==> config.mk <==
export PLATFORM = sky130hd
export DESIGN_NAME = adcc_top
export DESIGN_NICKNAME = d
export VERILOG_FILES = /design/src/design/adcc_pkg.sv /design/src/design/adcc_top.sv
export SDC_FILE = /design/constraint.sdc
export NUM_CORES = 1
export LEC_CHECK = 0
export CAP_MARGIN = 15
export CORE_MARGIN = 2
export CORE_UTILIZATION = 55
export CTS_CLUSTER_DIAMETER = 200
export DETAILED_ROUTE_END_ITERATION = 16
export DONT_BUFFER_PORTS = 1
export GPL_TIMING_DRIVEN = 0
export PLACE_DENSITY = 0.72
export RECOVER_POWER = 50
export SETUP_SLACK_MARGIN = 0.15
export SYNTH_ARGS = -nofsm -noshare
export SYNTH_HDL_FRONTEND = slang
export SYNTH_SLANG_ARGS = --single-unit
==> constraint.sdc <==
create_clock -name core_clk -period 7.1 [get_ports core_clk]
set_input_delay 1.42 -clock core_clk [delete_from_list [all_inputs] [get_ports core_clk]]
set_output_delay 1.42 -clock core_clk [all_outputs]
set_load 0.02 [all_outputs]
==> src/design/adcc_pkg.sv <==
package adcc_pkg;

   // ****************************************************************
   // register map
   // ****************************************************************
   localparam logic [31:0] ADDR_CONTROL = 32'h50001500;
   localparam logic [31:0] ADDR_CONTROL_SECOND = 32'h50001502;
   localparam logic [31:0] ADDR_CONTROL_THIRD = 32'h50001504;
   localparam logic [31:0] ADDR_INPUT_SELECT = 32'h50001506;
   localparam logic [31:0] ADDR_POSITIVE_OFFSET = 32'h50001508;
   localparam logic [31:0] ADDR_NEGATIVE_OFFSET = 32'h5000150a;
   localparam logic [31:0] ADDR_TRIM = 32'h5000150c;
   localparam logic [31:0] ADDR_INTERRUPT_CLEAR = 32'h5000150e;
   localparam logic [31:0] ADDR_RESULT = 32'h50001510;
   localparam logic [31:0] ADDR_IRQ_STATUS = 32'h50001520;
   localparam logic [31:0] ADDR_IRQ_MASK = 32'h50001522;

   // ****************************************************************
   // reset values and field layout
   // ****************************************************************
   localparam logic [15:0] RESET_CONTROL = 16'h0000;
   localparam logic [15:0] RESET_CONTROL_SECOND = 16'h0210;
   localparam logic [15:0] RESET_CONTROL_THIRD = 16'h0040;
   localparam logic [15:0] RESET_INPUT_SELECT = 16'h0000;
   localparam logic [15:0] RESET_OFFSET = 16'h0200;
   localparam logic [15:0] RESET_TRIM = 16'h0030;
   localparam logic [15:0] RESET_RESULT = 16'h0000;
   localparam logic [1:0] RESET_IRQ = 2'h0;
   localparam logic [15:0] CONTROL_WRITE_MASK = 16'h17ed;
   localparam logic [15:0] OFFSET_MASK = 16'h03ff;
   localparam logic [15:0] TRIM_MASK = 16'h0070;
   localparam int CONV_GO_BIT = 1;
   localparam int SPACING_MSB = 15;
   localparam int SPACING_LSB = 8;
   localparam int POWER_WAIT_MSB = 7;
   localparam int POWER_WAIT_LSB = 0;
   localparam int IRQ_DONE_BIT = 0;
   localparam int IRQ_READY_BIT = 1;
   localparam logic [3:0] TEMP_SENSOR_CHANNEL = 4'h4;

   // ****************************************************************
   // timing
   // ****************************************************************
   localparam real CLK_PERIOD_NS = 10.0;
   localparam real INTERVAL_UNIT_MS = 1.024;
   localparam int INTERVAL_UNIT_CYCLES = $rtoi(INTERVAL_UNIT_MS * 1.0e6 / CLK_PERIOD_NS);
   localparam int POWER_WAIT_STEP_CYCLES = 4;

   typedef struct packed {
      logic [2:0] reserved_hi;
      logic temp_sensor_on;
      logic reserved_11;
      logic regulator_ref_hold;
      logic chopper_on;
      logic polarity_invert;
      logic input_mute;
      logic single_ended_sel;
      logic done_irq_unmask;
      logic conv_done_flag;
      logic dma_request_on;
      logic continuous_sel;
      logic conv_go;
      logic converter_power_on;
   } adcc_control_type;

   typedef enum logic [2:0] {
      ST_OFF = 3'b000,
      ST_WARM = 3'b001,
      ST_IDLE = 3'b010,
      ST_REQ = 3'b011,
      ST_DROP = 3'b100,
      ST_SPACE = 3'b101
   } adcc_state_type;

endpackage

==> src/design/adcc_top.sv <==
// Behaviour
// Control bit 12 switches the die temperature sensor on, which the converter sees on input 4.
// Control bit 10 makes the regulator hold a sampled bandgap value instead of tracking it.
// With chopper mode on each conversion takes two samples of opposite sign and averages them.
// Control bit 8 inverts the polarity at converter input and output.
// Control bit 7 mutes the converter input so it samples mid-scale.
// Control bit 6 picks single-ended (1) or differential (0) input.
// Control bit 5 gates the conversion-done interrupt to the system interrupt controller.
// Bit 4 reads 1 after a conversion completes until any write to the interrupt-clear register.
// Control bit 3 enables the dma request path.
// In manual mode each start request yields exactly one result.
// In continuous mode, after a start, conversions repeat with results stored each time.
// Writing 1 to bit 1 starts a conversion; completion clears it and sets the done flag.
// Software must not write the start bit while it still reads as 1.
// Power-on brings the regulator up first and the converter after; power-off drops both.
// The wait before converter enable is the wait setting times four clocks, reset 0x40. A setting of 0 gets four clocks here.
// Continuous mode adds the spacing setting times 1.024 ms between conversions.
// The system interrupt line is the done flag and its unmask bit together.
//
// Strobed register access was left to the implementer.
`timescale 1ns/1ps
`default_nettype none

module adcc_top #(
   parameter int INTERVAL_CYCLES = adcc_pkg::INTERVAL_UNIT_CYCLES
) (
   input wire logic core_clk,
   input wire logic reset,
   input wire logic [31:0] bus_addr,
   input wire logic [15:0] bus_wdata,
   input wire logic bus_write,
   input wire logic bus_read,
   output logic [15:0] bus_rdata,
   output adcc_pkg::adcc_control_type adc_mode,
   output logic [15:0] adc_setup_second,
   output logic [15:0] adc_input_channel,
   output logic [15:0] adc_offset_pos,
   output logic [15:0] adc_offset_neg,
   output logic [15:0] adc_trim_word,
   output logic regulator_on,
   output logic converter_enable,
   output logic sample_req,
   output logic sample_sign,
   input wire logic sample_ack,
   input wire logic [15:0] sample_data,
   output logic dma_request,
   output logic system_irq,
   output logic irq
);

   // ****************************************************************
   // registers and state
   // ****************************************************************
   adcc_pkg::adcc_control_type control;
   logic [15:0] control_third;
   logic [15:0] result;
   logic [1:0] irq_status;
   logic [1:0] irq_mask;
   adcc_pkg::adcc_state_type state;
   logic ack_meta;
   logic ack_sync;
   logic [9:0] wait_count;
   logic chop_phase;
   logic [15:0] first_sample;
   logic [15:0] second_sample;
   logic [7:0] space_count;
   logic [31:0] tick_count;
   logic finish;
   logic ready_event;
   logic [1:0] irq_events;

   function automatic logic hit(input logic [31:0] addr, input logic [31:0] target);
      hit = (addr == target);
   endfunction

   function automatic logic [15:0] average(input logic [15:0] a, input logic [15:0] b);
      logic [16:0] sum;
      sum = {1'b0, a} + {1'b0, b};
      average = sum[16:1];
   endfunction

   // ****************************************************************
   // acknowledge synchroniser
   // ****************************************************************
   always_ff @(posedge core_clk) begin
      if (reset) begin
         ack_meta <= 1'b0;
         ack_sync <= 1'b0;
      end else begin
         ack_meta <= sample_ack;
         ack_sync <= ack_meta;
      end
   end

   // last sample of a conversion has been released by the macro
   assign finish = (state == adcc_pkg::ST_DROP) && !ack_sync
                   && (!control.chopper_on || chop_phase);
   assign ready_event = (state == adcc_pkg::ST_WARM) && (wait_count == 10'h000);
   assign irq_events = {ready_event, finish};

   // ****************************************************************
   // control register
   // ****************************************************************
   always_ff @(posedge core_clk) begin
      if (reset) begin
         control <= adcc_pkg::RESET_CONTROL;
      end else begin
         if (bus_write && hit(bus_addr, adcc_pkg::ADDR_CONTROL)) begin

            control <= (bus_wdata & adcc_pkg::CONTROL_WRITE_MASK)
                       | (control & ~adcc_pkg::CONTROL_WRITE_MASK);
         end

         if (bus_write && hit(bus_addr, adcc_pkg::ADDR_CONTROL)
             && bus_wdata[adcc_pkg::CONV_GO_BIT]) begin
            control.conv_go <= 1'b1;
         end else if (finish || !control.converter_power_on) begin
            control.conv_go <= 1'b0;
         end

         if (finish) begin
            control.conv_done_flag <= 1'b1;
         end else if (bus_write && hit(bus_addr, adcc_pkg::ADDR_INTERRUPT_CLEAR)) begin
            control.conv_done_flag <= 1'b0;
         end
      end
   end

   // ****************************************************************
   // setup registers
   // ****************************************************************
   always_ff @(posedge core_clk) begin
      if (reset) begin
         adc_setup_second <= adcc_pkg::RESET_CONTROL_SECOND;
         control_third <= adcc_pkg::RESET_CONTROL_THIRD;
         adc_input_channel <= adcc_pkg::RESET_INPUT_SELECT;
         adc_offset_pos <= adcc_pkg::RESET_OFFSET;
         adc_offset_neg <= adcc_pkg::RESET_OFFSET;
         adc_trim_word <= adcc_pkg::RESET_TRIM;
         irq_mask <= adcc_pkg::RESET_IRQ;
      end else if (bus_write) begin
         if (hit(bus_addr, adcc_pkg::ADDR_CONTROL_SECOND)) begin
            adc_setup_second <= bus_wdata;
         end
         if (hit(bus_addr, adcc_pkg::ADDR_CONTROL_THIRD)) begin
            control_third <= bus_wdata;
         end
         if (hit(bus_addr, adcc_pkg::ADDR_INPUT_SELECT)) begin
            adc_input_channel <= bus_wdata;
         end
         if (hit(bus_addr, adcc_pkg::ADDR_POSITIVE_OFFSET)) begin
            adc_offset_pos <= bus_wdata & adcc_pkg::OFFSET_MASK;
         end
         if (hit(bus_addr, adcc_pkg::ADDR_NEGATIVE_OFFSET)) begin
            adc_offset_neg <= bus_wdata & adcc_pkg::OFFSET_MASK;
         end
         if (hit(bus_addr, adcc_pkg::ADDR_TRIM)) begin
            adc_trim_word <= bus_wdata & adcc_pkg::TRIM_MASK;
         end
         if (hit(bus_addr, adcc_pkg::ADDR_IRQ_MASK)) begin
            irq_mask <= bus_wdata[1:0];
         end
      end
   end

   // ****************************************************************
   // mode outputs to the macro
   // ****************************************************************
   always_ff @(posedge core_clk) begin
      if (reset) begin
         adc_mode <= adcc_pkg::RESET_CONTROL;
      end else begin
         adc_mode <= control;
      end
   end

   // ****************************************************************
   // sequencer
   // ****************************************************************
   always_ff @(posedge core_clk) begin
      if (reset) begin
         state <= adcc_pkg::ST_OFF;
         regulator_on <= 1'b0;
         converter_enable <= 1'b0;
         sample_req <= 1'b0;
         sample_sign <= 1'b0;
         wait_count <= 10'h000;
         chop_phase <= 1'b0;
         first_sample <= 16'h0000;
         second_sample <= 16'h0000;
         result <= adcc_pkg::RESET_RESULT;
         space_count <= 8'h00;
         tick_count <= 32'h00000000;
      end else if (!control.converter_power_on) begin
         state <= adcc_pkg::ST_OFF;
         regulator_on <= 1'b0;
         converter_enable <= 1'b0;
         sample_req <= 1'b0;
      end else begin
         unique case (state)
            adcc_pkg::ST_OFF: begin
               regulator_on <= 1'b1;
               // a zero setting is treated as one step
               if (control_third[adcc_pkg::POWER_WAIT_MSB:adcc_pkg::POWER_WAIT_LSB] == 8'h00) begin
                  wait_count <= 10'(adcc_pkg::POWER_WAIT_STEP_CYCLES - 1);
               end else begin
                  wait_count <= 10'(control_third[adcc_pkg::POWER_WAIT_MSB:adcc_pkg::POWER_WAIT_LSB]
                                * adcc_pkg::POWER_WAIT_STEP_CYCLES - 1);
               end
               state <= adcc_pkg::ST_WARM;
            end
            adcc_pkg::ST_WARM: begin
               if (wait_count == 10'h000) begin
                  converter_enable <= 1'b1;
                  state <= adcc_pkg::ST_IDLE;
               end else begin
                  wait_count <= wait_count - 10'h001;
               end
            end
            adcc_pkg::ST_IDLE: begin
               if (control.conv_go) begin
                  sample_req <= 1'b1;
                  sample_sign <= control.polarity_invert;
                  chop_phase <= 1'b0;
                  state <= adcc_pkg::ST_REQ;
               end
            end
            adcc_pkg::ST_REQ: begin
               if (ack_sync) begin
                  // data is only valid while the acknowledge stands
                  if (chop_phase) begin
                     second_sample <= sample_data;
                  end else begin
                     first_sample <= sample_data;
                  end
                  sample_req <= 1'b0;
                  state <= adcc_pkg::ST_DROP;
               end
            end
            adcc_pkg::ST_DROP: begin
               if (!ack_sync) begin
                  if (control.chopper_on && !chop_phase) begin
                     chop_phase <= 1'b1;
                     sample_sign <= !sample_sign;
                     sample_req <= 1'b1;
                     state <= adcc_pkg::ST_REQ;
                  end else begin
                     if (control.chopper_on) begin
                        result <= average(first_sample, second_sample);
                     end else begin
                        result <= first_sample;
                     end
                     chop_phase <= 1'b0;
                     tick_count <= 32'h00000000;
                     space_count <= control_third[adcc_pkg::SPACING_MSB:adcc_pkg::SPACING_LSB];
                     if (control.continuous_sel) begin
                        state <= adcc_pkg::ST_SPACE;
                     end else begin
                        state <= adcc_pkg::ST_IDLE;
                     end
                  end
               end
            end
            adcc_pkg::ST_SPACE: begin
               if (!control.continuous_sel) begin
                  state <= adcc_pkg::ST_IDLE;
               end else if (space_count == 8'h00) begin
                  sample_req <= 1'b1;
                  sample_sign <= control.polarity_invert;
                  state <= adcc_pkg::ST_REQ;
               end else if (tick_count == 32'(INTERVAL_CYCLES - 1)) begin
                  tick_count <= 32'h00000000;
                  space_count <= space_count - 8'h01;
               end else begin
                  tick_count <= tick_count + 32'h00000001;
               end
            end
            default: begin
               state <= adcc_pkg::ST_OFF;
            end
         endcase
      end
   end

   // ****************************************************************
   // interrupts and dma
   // ****************************************************************
   always_ff @(posedge core_clk) begin
      if (reset) begin
         irq_status <= adcc_pkg::RESET_IRQ;
      end else if (bus_read && hit(bus_addr, adcc_pkg::ADDR_IRQ_STATUS)) begin
         irq_status <= irq_events;
      end else begin
         irq_status <= irq_status | irq_events;
      end
   end

   always_ff @(posedge core_clk) begin
      if (reset) begin
         irq <= 1'b0;
         system_irq <= 1'b0;
         dma_request <= 1'b0;
      end else begin
         irq <= |(irq_status & irq_mask);
         system_irq <= control.conv_done_flag && control.done_irq_unmask;
         dma_request <= finish && control.dma_request_on;
      end
   end

   // ****************************************************************
   // read port
   // ****************************************************************
   always_ff @(posedge core_clk) begin
      if (reset) begin
         bus_rdata <= 16'h0000;
      end else if (!bus_read) begin
         bus_rdata <= 16'h0000;
      end else begin
         unique case (bus_addr)
            adcc_pkg::ADDR_CONTROL: bus_rdata <= control;
            adcc_pkg::ADDR_CONTROL_SECOND: bus_rdata <= adc_setup_second;
            adcc_pkg::ADDR_CONTROL_THIRD: bus_rdata <= control_third;
            adcc_pkg::ADDR_INPUT_SELECT: bus_rdata <= adc_input_channel;
            adcc_pkg::ADDR_POSITIVE_OFFSET: bus_rdata <= adc_offset_pos;
            adcc_pkg::ADDR_NEGATIVE_OFFSET: bus_rdata <= adc_offset_neg;
            adcc_pkg::ADDR_TRIM: bus_rdata <= adc_trim_word;
            adcc_pkg::ADDR_RESULT: bus_rdata <= result;
            adcc_pkg::ADDR_IRQ_STATUS: bus_rdata <= {14'h0000, irq_status};
            adcc_pkg::ADDR_IRQ_MASK: bus_rdata <= {14'h0000, irq_mask};
            default: bus_rdata <= 16'h0000;
         endcase
      end
   end

endmodule

`default_nettype wire

; ---- After elaboration in Yosys (flattened, before gate mapping)
; Index checks and enable logic that the tools add are counted.
[classes]
eq_ne = 29
addsub = 5
bitwise_logic = 8
n_mux = 49
n_reduce_logical = 49
[op_table]
columns = op, count
row1 = $eq 32x31->1 const B, 11
row2 = $mux 32, 5
row3 = $pmux 16 s10, 1
row4 = $pmux 32 s2, 1
row5 = $mux 8, 5
row6 = $add 32x1->32 const B, 1
row7 = $eq 32x17->1 const B, 1
row8 = $mux 3, 8
row9 = $reduce_and 7->1, 3
row10 = $mux 10, 2
row11 = $pmux 10 s2, 1
row12 = $sub 10x1->10 const B, 2
row13 = $mux 1, 18
row14 = $ne 2x2->1 const B, 9
row15 = $pmux 3 s6, 1
row16 = $add 16x16->17, 1
row17 = $logic_not 8->1, 2
row18 = $mux 16, 1
row19 = $or 13x16->16, 1
row20 = $pmux 8 s2, 1
row21 = $reduce_and 2->1, 8
row22 = $reduce_and 4->1, 4
row23 = $logic_and 1x1->1, 10
row24 = $logic_not 10->1, 1
row25 = 24 further kinds, 42
[word_totals]
elab_cells = 194
in_bits = 69
register_bits = 234
output_inout_bits = 119

; ---- Longest topological paths before layout
; Gate-level depths: netlist of run 1.
[logic_depth]
depth_word = 6
ltp_mapped = 9

; ---- Least setup slack after synthesis of run 1
; Ideal clock, no wire load.
[synth_path]
kind = input-to-reg
from = input port bus_addr[10]
to = register bus_rdata[5]
path_stages = 9
setup_slack_ps = 3862
setup_ps = 123
t_arrival_ps = 3115
cell_sequence = nor4bb_4 -> nand4_4 -> nor4b_4 -> and3_1 -> buf_4 -> or3_4 -> o311ai_4 -> buf_6 -> nor2_2
[synth_between]
elab_chain_len = 2
elab_cells_between_ends = 11
[synth_lines]
columns = item, line
row1 = "start, declared", adcc_top.sv:29  ; input wire logic [31:0] bus_addr,
row2 = $eq 32x31->1, adcc_top.sv:319  ; unique case (bus_addr)
row3 = $pmux 16 s10 *, adcc_top.sv:319
row4 = "end signal, assigned", adcc_top.sv:320  ; adcc_pkg::ADDR_CONTROL: bus_rdata <= control;
row5 = "end signal, assigned", adcc_top.sv:321  ; adcc_pkg::ADDR_CONTROL_SECOND: bus_rdata <= adc_setup_second;
row6 = "end signal, assigned", adcc_top.sv:322  ; adcc_pkg::ADDR_CONTROL_THIRD: bus_rdata <= control_third;
row7 = "end, declared", adcc_top.sv:33  ; output logic [15:0] bus_rdata,
; Mark *: on every way between the ends. The rest lies on a longest branch, timed or not.
; A chain may end at the register's enable or synchronous reset.

; ---- Worst setup path after layout of run 1
[layout_path]
from = register state[1]
to = register first_sample[7]
[layout_between]
elab_chain_len = 2
[layout_lines]
columns = item, line
row1 = "start, declared", adcc_top.sv:59  ; adcc_pkg::adcc_state_type state;
row2 = "start signal, assigned", adcc_top.sv:182  ; state <= adcc_pkg::ST_OFF;
row3 = "start signal, assigned", adcc_top.sv:195  ; state <= adcc_pkg::ST_OFF;
row4 = "start signal, assigned", adcc_top.sv:210  ; state <= adcc_pkg::ST_WARM;
row5 = $eq 3x2->1, adcc_top.sv:200  ; unique case (state)
row6 = $reduce_and 4->1 (no source line), --
row7 = "end signal, assigned", adcc_top.sv:234  ; first_sample <= sample_data;
row8 = "end, declared", adcc_top.sv:64  ; logic [15:0] first_sample;
; Every way passes these cells.

==> summary.md, run 1 <==
| Metric | Value |
|---|---|
| R2R Setup Slk | `3710 ps` |
| Vias in the first global route | `8,868` |
| Sequential power share | `48.5%` |
| Skew-Pair Late Insertion Delay | `520 ps` |
| Vias | `9,510` |
| Final hold viol count | `0` |
| Setup crit start kind | `register` |
| Total clock sinks | `226` |
| P_sw | `0.565 mW` |
| Clk buf depth | `3` |
| Synthesized area | `10,800 um2` |
| Multi-input logic area | `5820 um2` |
| Power per cell area | `217 nW/um2` |
| Die width | `144 um` |
| EDFF count, synth | `0` |
| Hold_ws | `464 ps` |
| Tot Pwr | `2.62 mW` |
| Gp weighted congestion | `0.953` |
| Highest-count cells in the layout ignoring fill and taps | `nand2_1 (229), dfxtp_1 (226), nor2_1 (139), a21oi_1 (112), mux2i_1 (64)` |
| Clock Skews | `10.9 ps` |
| Clock power frac | `48.6%` |
| Most common cell after layout, fill and taps aside | `nand2_1` |
| Peak VDD IR | `0.179 mV` |
| Static leakage | `4.43 nW` |
| Met3 global-route usage | `6.56%` |
| Critical Path RT | `7480 ps` |
| DRT Pass-1 Iters | `6` |
| Comb pwr share | `2.9%` |
| Crit path max fanout | `10` |
| Violated checks | `capacitance limit, slew limit` |
| Worst path most repeated cell | `clkbuf_1` |
| Ys flop type | `dfxtp_1` |
| Crit Path Category | `register to register` |
| Resize count post-CTS | `0` |
| Asr flop ratio synth | `0%` |
| Critical path's top delay family | `simple AND/OR/NAND/NOR gates` |
| Setup violations, final | `0` |
| Initial antenna violation count | `0` |
| Internal power | `2.05 mW` |
| GR Layer Usage met2 | `46.9%` |
| Die area | `20,900 um2` |
| Tmin final | `3390 ps` |
| Starting Density | `55.9%` |
| Max Cap Viol | `1` |
| FMAX | `295 MHz` |
| Setup crit end kind | `register` |
| TritonCTS clock tree | `built` |
| CP peak stage delay | `1300 ps` |
| Total setup buffers inserted after CTS | `0` |
| Buffers and inverters on the worst path | `2` |
| Diode count | `0` |
| H-tree levels | `1` |
| Seq cells post-synth | `226` |
| Wire length per cell | `19.1 um` |
| Fin crit share | `47.7%` |
| Post-Synthesis Cells | `1,289` |
| Total Routing Usage GR | `29.3%` |
| Sequential area share after synthesis | `41.7%` |
| Storage cell area | `4520 um2` |
| Total grt overflow | `0` |
| Clock Pin Slew Worst Setup and Hold Paths | `70 ps` |
| Detail Route Antenna Nets | `0` |
| Core Rows | `51` |
| Most Crowded Layer GR | `met2` |
| Starting DRT DRC Count | `808` |
| RSZ-0062 raised after global routing | `false` |
| Highest-delay cell along the critical path | `nor3_1` |
| Final setup TNS | `0 ps` |
| Top-level I/O count | `188` |
| Via-to-Cell Ratio | `5.86` |
| Worst min-delay path category | `register to register` |
| Switching share of power | `21.6%` |
| Worst-margin pin slew | `1680 ps` |
| CORE AREA | `19,400 um2` |
| Crit-path cells | `clkbuf_1 > nand4_1 > nor3_1 > clkbuf_1 > mux2i_1 > nor2_1` |
| Mean Syn Cell Area | `8.42 um2` |
| Crit path DAT | `3760 ps` |
| Drt drc | `0` |
| Synthesis-to-finish area growth | `11.0%` |
| Outcome | `finished, violations left` |
| First-pass GRT wire length | `48,100 um` |
| Num CTS Buffers | `24` |
| Largest net degree at the start of global routing | `14` |
| Final net count | `1,435` |
| Port Buffers | `0` |
| Share of layout cells above drive strength 1 | `9.06%` |
| CTS Root Buffer Type | `clkbuf_16` |
| Met1 global-route usage | `39.2%` |
| CTS Hold Bufs | `0` |
| Final WL | `30,900 um` |
| Die Y | `144 um` |
| Fill count | `1,748` |
| Ys Warns | `0` |
| Max-slew headroom | `-12.9%` |
| DP Wirelength | `23,100 um` |
| Count of unique library cells instantiated by Yosys | `75` |
| Slew Viols, Final | `8` |
-- per-stage QoR --
step | instances | setup WS [ps] | util, % | cell area (um2)
3_5_place_dp | 1582 | 3440 | 58.2 | 11300
6_report | 1623 | 3710 | 62.1 | 12000
4_1_cts | 1623 | 3990 | 62.2 | 12100
2_1_floorplan | 1317 | 3860 | - | 11000
5_1_grt | 1623 | 3520 | 62.1 | 12000
3_3_place_gp | 1582 | 3430 | 58.2 | 11300
-- power by group through the flow --
stage          Combinational [mW]  Sequential, mW  Clock, mW
2_1_floorplan              0.0577            1.30          0
3_3_place_gp               0.0738            1.30          0
3_5_place_dp               0.0739            1.30          0
4_1_cts                    0.0740            1.27       1.28
5_1_grt                    0.0803            1.27       1.33
6_report                   0.0753            1.27       1.27
-- cell type report --
type | count | share of cell area, %
Tap cell | 265 | 2.75
Multi-Input combinational cell | 975 | 48.4
Inverter | 19 | 0.592
Clock inverter | 7 | 0.935
Sequential cell | 226 | 37.6
Clock buffer | 34 | 5.56
Buffer | 97 | 4.24
-- worst paths after layout --
kind,startpoint,cells after the start,end
worst max-delay path,state[1],6,first_sample[7]
worst min-delay path,control[6],2,control[6]
worst max register to register,state[1],6,first_sample[7]
worst min register to register,control[6],2,control[6]
-- state kept, by name, summed over array words and instances (netlist names), 2 cells and up --
signal	cells
tick_count	32
adc_input_channel	16
adc_setup_second	16
bus_rdata	16
control_third	16
first_sample	16
result	16
second_sample	16
adc_mode	12
control	12
adc_offset_neg	10
adc_offset_pos	10
wait_count	10
space_count	8
adc_trim_word	3
state	3
irq_mask	2
irq_status	2
-- logic make-up after synthesis --
group           synth area share [%]
simple gates                    23.4
compound gates                  16.0
flops                           41.7
buf+inv                         5.44
mux                             6.63
xor+xnor                        4.04
fa+ha+maj                       2.72
other cells                   0.0346
-- worst register-to-register path: cells and delay by family (launching register included) --
kind / cells / cell delay, ps
mux: 1 / 260
flops: 1 / 390
simple gates: 3 / 1550
buf+inv: 2 / 1030
-- cells in the mapped netlist (14+ instances only) --
cell type / number / area (um2)
mux2i_1: 64 / 641
xnor2_1: 23 / 201
dfxtp_1: 226 / 4520
buf_2: 23 / 115
clkbuf_1: 36 / 135
inv_1: 19 / 71.3
and3_1: 16 / 100
nor3_1: 14 / 70.1
xor2_1: 27 / 236
a21oi_1: 112 / 561
nand2_1: 229 / 860
ha_1: 22 / 275
o21ai_0: 47 / 235
a211oi_1: 22 / 165
nor2_1: 139 / 522
nor4_1: 17 / 106
buf_4: 31 / 233
nand3_1: 29 / 145
nor2b_1: 20 / 125
a22oi_1: 24 / 180
-- metal layers --
metal | vias up | part of all wire (%)
met2 | 455 | 45
met1 | 4410 | 42
met5 | - | 0
met4 | 0 | 3.7
met3 | 76 | 9.5
li1 | 4569 | -
Note: power is estimated with default switching activity, not from simulation.
==> inputs of run 2 (changes only) <==
==> constraint.sdc (replaced) <==
create_clock -name core_clk -period 3.3 [get_ports core_clk]
set_input_delay 0.66 -clock core_clk [delete_from_list [all_inputs] [get_ports core_clk]]
set_output_delay 0.66 -clock core_clk [all_outputs]
set_load 0.02 [all_outputs]
==> run 2 against run 1 <==
Against the previous run: the run now ends clean; sequential power increased by 110%; utilization decreased by 0.14 points; die area did not move; register-to-register slack worse by 3000 ps; final cell count unchanged; flip-flop and latch count is the same; clock skew about the same; sequential share of layout area is 0.082 points higher; largest cell class unchanged.
==> summary.md, run 2 (synthesis results as in run 1) <==
| Metric | Value |
|---|---|
| Max-slew headroom | `27.2%` |
| DRT Pass-1 Iters | `6` |
| Initial antenna violation count | `0` |
| Die width | `144 um` |
| Switching share of power | `21.4%` |
| Post-Layout Cell Count | `1,623` |
| Total setup buffers inserted after CTS | `0` |
| Static leakage | `4.42 nW` |
| Die Y | `144 um` |
| Starting DRT DRC Count | `859` |
| Total grt overflow | `0` |
| Num CTS Buffers | `24` |
| Largest net degree at the start of global routing | `14` |
| Top-level I/O count | `188` |
| Crit path DAT | `3080 ps` |
| Final WL | `30,900 um` |
| Gp weighted congestion | `0.953` |
| Core Rows | `51` |
| Peak VDD IR | `0.384 mV` |
| Tot Pwr | `5.62 mW` |
| Most common cell after layout, fill and taps aside | `nand2_1` |
| Highest-count cells in the layout ignoring fill and taps | `nand2_1 (231), dfxtp_1 (226), nor2_1 (139), a21oi_1 (112), mux2i_1 (64)` |
| Total Routing Usage GR | `29.3%` |
| Worst min-delay path category | `primary input to register` |
| Detail Route Antenna Nets | `0` |
| Internal power | `4.42 mW` |
| Synthesis-to-finish area growth | `10.8%` |
| FMAX | `370 MHz` |
| Skew-Pair Late Insertion Delay | `520 ps` |
| Setup crit end kind | `register` |
| Wire length per cell | `19.1 um` |
| Vias in the first global route | `8,868` |
| TritonCTS clock tree | `built` |
| Outcome | `complete, no violations` |
| DP Wirelength | `23,100 um` |
| Critical Path RT | `3680 ps` |
| Share of layout cells above drive strength 1 | `9.06%` |
| Clock Skews | `10.8 ps` |
| Final hold viol count | `0` |
| Final setup TNS | `0 ps` |
| Sequential power share | `48.6%` |
| CTS Hold Bufs | `0` |
| Fill count | `1,753` |
| Crit Path Category | `primary input to register` |
| Fin crit share | `81.9%` |
| Setup crit start kind | `primary input` |
| H-tree levels | `1` |
| Via-to-Cell Ratio | `5.87` |
| CTS Root Buffer Type | `clkbuf_16` |
| Worst-margin pin slew | `1080 ps` |
| Final net count | `1,435` |
| Resize count post-CTS | `0` |
| Drt drc | `0` |
| Largest reg by FF count | `tick_count` |
| Comb pwr share | `2.9%` |
| Die area | `20,900 um2` |
| Vias | `9,534` |
| Starting Density | `55.9%` |
| Placed cell count | `1,582` |
| Clk buf depth | `3` |
| Clock Pin Slew Worst Setup and Hold Paths | `70 ps` |
| First-pass GRT wire length | `48,100 um` |
| CORE AREA | `19,400 um2` |
| P_sw | `1.20 mW` |
| Max reg flops | `32` |
| Clock power frac | `48.5%` |
| RSZ-0062 raised after global routing | `false` |
| Tmin final | `2700 ps` |
| Final cell utilization of the core | `62.0%` |
| Crit path max fanout | `10` |
| Power per cell area | `468 nW/um2` |
| Total clock sinks | `226` |
| Max Cap Viol | `0` |
| Port Buffers | `0` |
| Setup violations, final | `0` |
| Slew Viols, Final | `0` |
| Diode count | `0` |
## run 2: routing by layer
metal / part of all wire (%) / vias up / wire length (um) / GRT usage [%]
met3: 9.7 / 83 / 3010 / 6.56
met1: 42 / 4427 / 12900 / 39.2
met4: 3.6 / 0 / 1110 / 10.3
met5: 0 / - / 0 / 0
met2: 45 / 457 / 13900 / 46.9
li1: - / 4567 / - / -
## run 2: worst max-delay path, cell delays in order
cell and delay, ps:
nor4b_1 280, nand3_1 220, nor4_2 920, and2_0 230, buf_4 180, nand2_1 180
buf_2 250, nand2_1 80, a21oi_1 60
## run 2: metrics by stage
step	setup slack [ps]	area (um2)	hold slack [ps]
2_1_floorplan	822	11000	414
3_3_place_gp	389	11300	421
3_5_place_dp	402	11300	430
4_1_cts	707	12100	264
5_1_grt	397	12000	272
6_report	599	12000	272
## run 2: path summary, 6_finish.rpt
| path | start | to | slack, ps | cells after the start |
|---|---|---|---|---|
| worst min-delay path | sample_ack | ack_meta | 270 | 1 |
| worst max register to register | state[1] | first_sample[7] | 670 | 6 |
| worst max-delay path | bus_addr[24] | control_third[11] | 600 | 9 |
| worst min register to register | control[6] | control[6] | 460 | 2 |
## run 2: power by group through the flow
stage	combinational [mW]	clock, mW	sequential [mW]
floorplan	0.124	0	2.79
global placement	0.159	0	2.79
detailed placement	0.159	0	2.79
CTS	0.159	2.75	2.73
global route	0.172	2.85	2.73
finish	0.162	2.73	2.73
## run 2: final cells by class
class	count	area, um2	share of cell area (%)
Buffer	97	514	4.28
Multi-Input combinational cell	975	5790	48.2
Clock buffer	34	669	5.57
Clock inverter	7	113	0.937
Sequential cell	226	4520	37.6
Inverter	19	71.3	0.593
Tap cell	265	332	2.76
==> inputs of run 3 (changes only) <==
--- a/config.mk
+++ b/config.mk
@@ -12,7 +12,7 @@
 export DETAILED_ROUTE_END_ITERATION = 16
 export DONT_BUFFER_PORTS = 1
 export GPL_TIMING_DRIVEN = 0
-export PLACE_DENSITY = 0.72
+export PLACE_DENSITY = 0.75
 export RECOVER_POWER = 50
 export SETUP_SLACK_MARGIN = 0.15
 export SYNTH_ARGS = -nofsm -noshare
==> constraint.sdc (replaced) <==
create_clock -name core_clk -period 2.2 [get_ports core_clk]
set_input_delay 0.44 -clock core_clk [delete_from_list [all_inputs] [get_ports core_clk]]
set_output_delay 0.44 -clock core_clk [all_outputs]
set_load 0.02 [all_outputs]
==> run 3 against run 2 <==
Against the previous run: worst setup slack got worse by 580 ps; final cell count rose by 2.2%; critical path type is now register to register; routed wire length rose by 6.5%; power rose by 52%; worst hold slack got worse by 230 ps; largest power group is now clock; register-to-register slack got worse by 650 ps; via count rose by 4.6%; final area rose by 8.6%.
==> summary.md, run 3 (synthesis results as in run 1) <==
| Metric | Value |
|---|---|
| Critical path's top delay family | `simple AND/OR/NAND/NOR gates` |
| Fin crit share | `99.0%` |
| Num CTS Buffers | `24` |
| Placed instance area | `11,400 um2` |
| Setup violations, final | `0` |
| Final hold viol count | `0` |
| Static leakage | `4.75 nW` |
| Setup crit start kind | `register` |
| Total grt overflow | `0` |
| CTS Root Buffer Type | `clkbuf_16` |
| Wire length per cell | `19.9 um` |
| Finished Cell Area | `13,000 um2` |
| Vias in the first global route | `9,482` |
| CP peak stage delay | `370 ps` |
| Starting DRT DRC Count | `880` |
| Slew Viols, Final | `0` |
| FMAX | `459 MHz` |
| CORE AREA | `19,400 um2` |
| TritonCTS clock tree | `built` |
| Share of layout cells above drive strength 1 | `19.4%` |
| Clk buf depth | `3` |
| Die Y | `144 um` |
| Highest-delay cell along the critical path | `fa_2` |
| Clock Skews | `19.9 ps` |
| Crit path max fanout | `3` |
| Setup crit end kind | `register` |
| Die width | `144 um` |
| Worst min-delay path category | `primary input to register` |
| Via-to-Cell Ratio | `6.01` |
| Starting Density | `55.9%` |
| Crit path DAT | `2560 ps` |
| Peak VDD IR | `0.528 mV` |
| Worst r2r dst | `result[11]` |
| Critical Path RT | `2580 ps` |
| Critical R2R Launch | `first_sample[0]` |
| Worst-margin pin slew | `838 ps` |
| Die area | `20,900 um2` |
| Largest net degree at the start of global routing | `15` |
| Max reg flops | `32` |
| Crit-path cells | `and2_4 > fa_2 > a211oi_2 > nor4_1 > nor2_1 > a21oi_2 > buf_4 > xor2_1 > mux2i_1 > a211oi_1` |
| Port Buffers | `0` |
| Hold_ws | `37.2 ps` |
| First-pass GRT wire length | `50,300 um` |
| Cells on worst reg2reg path | `10` |
| Gp weighted congestion | `0.985` |
| Final net count | `1,470` |
| Tot Pwr | `8.56 mW` |
| Crit Path Category | `register to register` |
| DRT Pass-1 Iters | `7` |
| Hold Startpoint | `bus_wdata[2]` |
| Min-Delay Endpoint | `control[2]` |
| Diode count | `0` |
| Final cell utilization of the core | `67.3%` |
| Initial antenna violation count | `1` |
| Synthesis-to-finish area growth | `20.3%` |
| Vias | `9,975` |
| Worst Hold Depth | `2` |
| Skew-Pair Late Insertion Delay | `530 ps` |
| Max Cap Viol | `0` |
| Outcome | `complete, no violations` |
| Tmin final | `2180 ps` |
| Core Rows | `51` |
| Power per cell area | `656 nW/um2` |
| Final setup TNS | `0 ps` |
| Total Routing Usage GR | `30.5%` |
| Total clock sinks | `226` |
| Clock Pin Slew Worst Setup and Hold Paths | `70 ps` |
| Largest reg by FF count | `tick_count` |
| Top-level I/O count | `188` |
| Final WL | `32,900 um` |
| Highest-count cells in the layout ignoring fill and taps | `nand2_1 (223), dfxtp_1 (209), nor2_1 (134), a21oi_1 (106), mux2i_1 (64)` |
| DP Wirelength | `22,900 um` |
| RSZ-0062 raised after global routing | `true` |
| Most common cell after layout, fill and taps aside | `nand2_1` |
| Drt drc | `0` |
| R2R Setup Slk | `20 ps` |
| H-tree levels | `1` |
| Detail Route Antenna Nets | `0` |
| Max-slew headroom | `44.1%` |
| Buffers and inverters on the worst path | `1` |
==> run 3: what timing repair did <==
| item | 4_1_cts | 5_1_grt |
|---|---|---|
| gates resized for setup | 88 | 61 |
| hold buffers | 0 | 0 |
| pin swaps | 37 | 34 |
| gates cloned | 0 | 0 |
| buffers inserted | 20 | 15 |
| endpoints found under the setup margin | 97 | 100 |
==> run 3: final cells by class <==
type	instances	area (um2)
clock buffers	32	682
flip-flops and latches	226	4560
inverters	19	73.8
plain buffers	97	604
clock inverters	10	131
repair buffers	35	267
multi-input cells	975	6400
fillers	1581	6350
well taps	265	332
==> run 3: per-stage QoR <==
| step | setup slack, ps | instances |
|---|---|---|
| global placement | -350 | 1582 |
| detailed placement | -405 | 1582 |
| floorplan | 49.7 | 1317 |
| finish | 21.6 | 1659 |
| global route | -54.4 | 1659 |
| CTS | 14.0 | 1644 |
==> run 3: metal layers <==
metal	routed length (um)	vias to the layer above	track usage, %	share of wire [%]
li1	-	4642	-	-
met1	13000	4637	39.5	39
met2	15100	588	49.5	46
met3	3470	106	6.82	11
met4	1370	2	12.4	4.2
met5	13	-	0	0.039
==> run 3: worst max path at each step <==
stage                         start                end  slack, ps  cells past startpoint
finish              first_sample[0]         result[11]         20                     10
global route        first_sample[0]         result[11]        -50                     10
CTS                  space_count[0]     tick_count[28]         10                      8
detailed placement       control[9]          result[9]       -400                      7
global placement        bus_addr[2]       bus_rdata[8]       -350                      6
floorplan               bus_addr[7]  control_third[10]         50                      9
==> run 3: where the power goes <==
part	total [mW]	switching, mW	internal [mW]
Combinational	0.254	0.175	0.0785
Clock	4.22	1.70	2.52
Sequential	4.09	0.00158	4.09
Total	8.56	1.88	6.69
==> run 3: worst register-to-register path, stage by stage (launching register included) <==
cell	delay, ps
dfxtp_2	320
and2_4	150
fa_2	370
a211oi_2	240
nor4_1	90
nor2_1	220
a21oi_2	120
buf_4	150
xor2_1	130
mux2i_1	180
a211oi_1	90
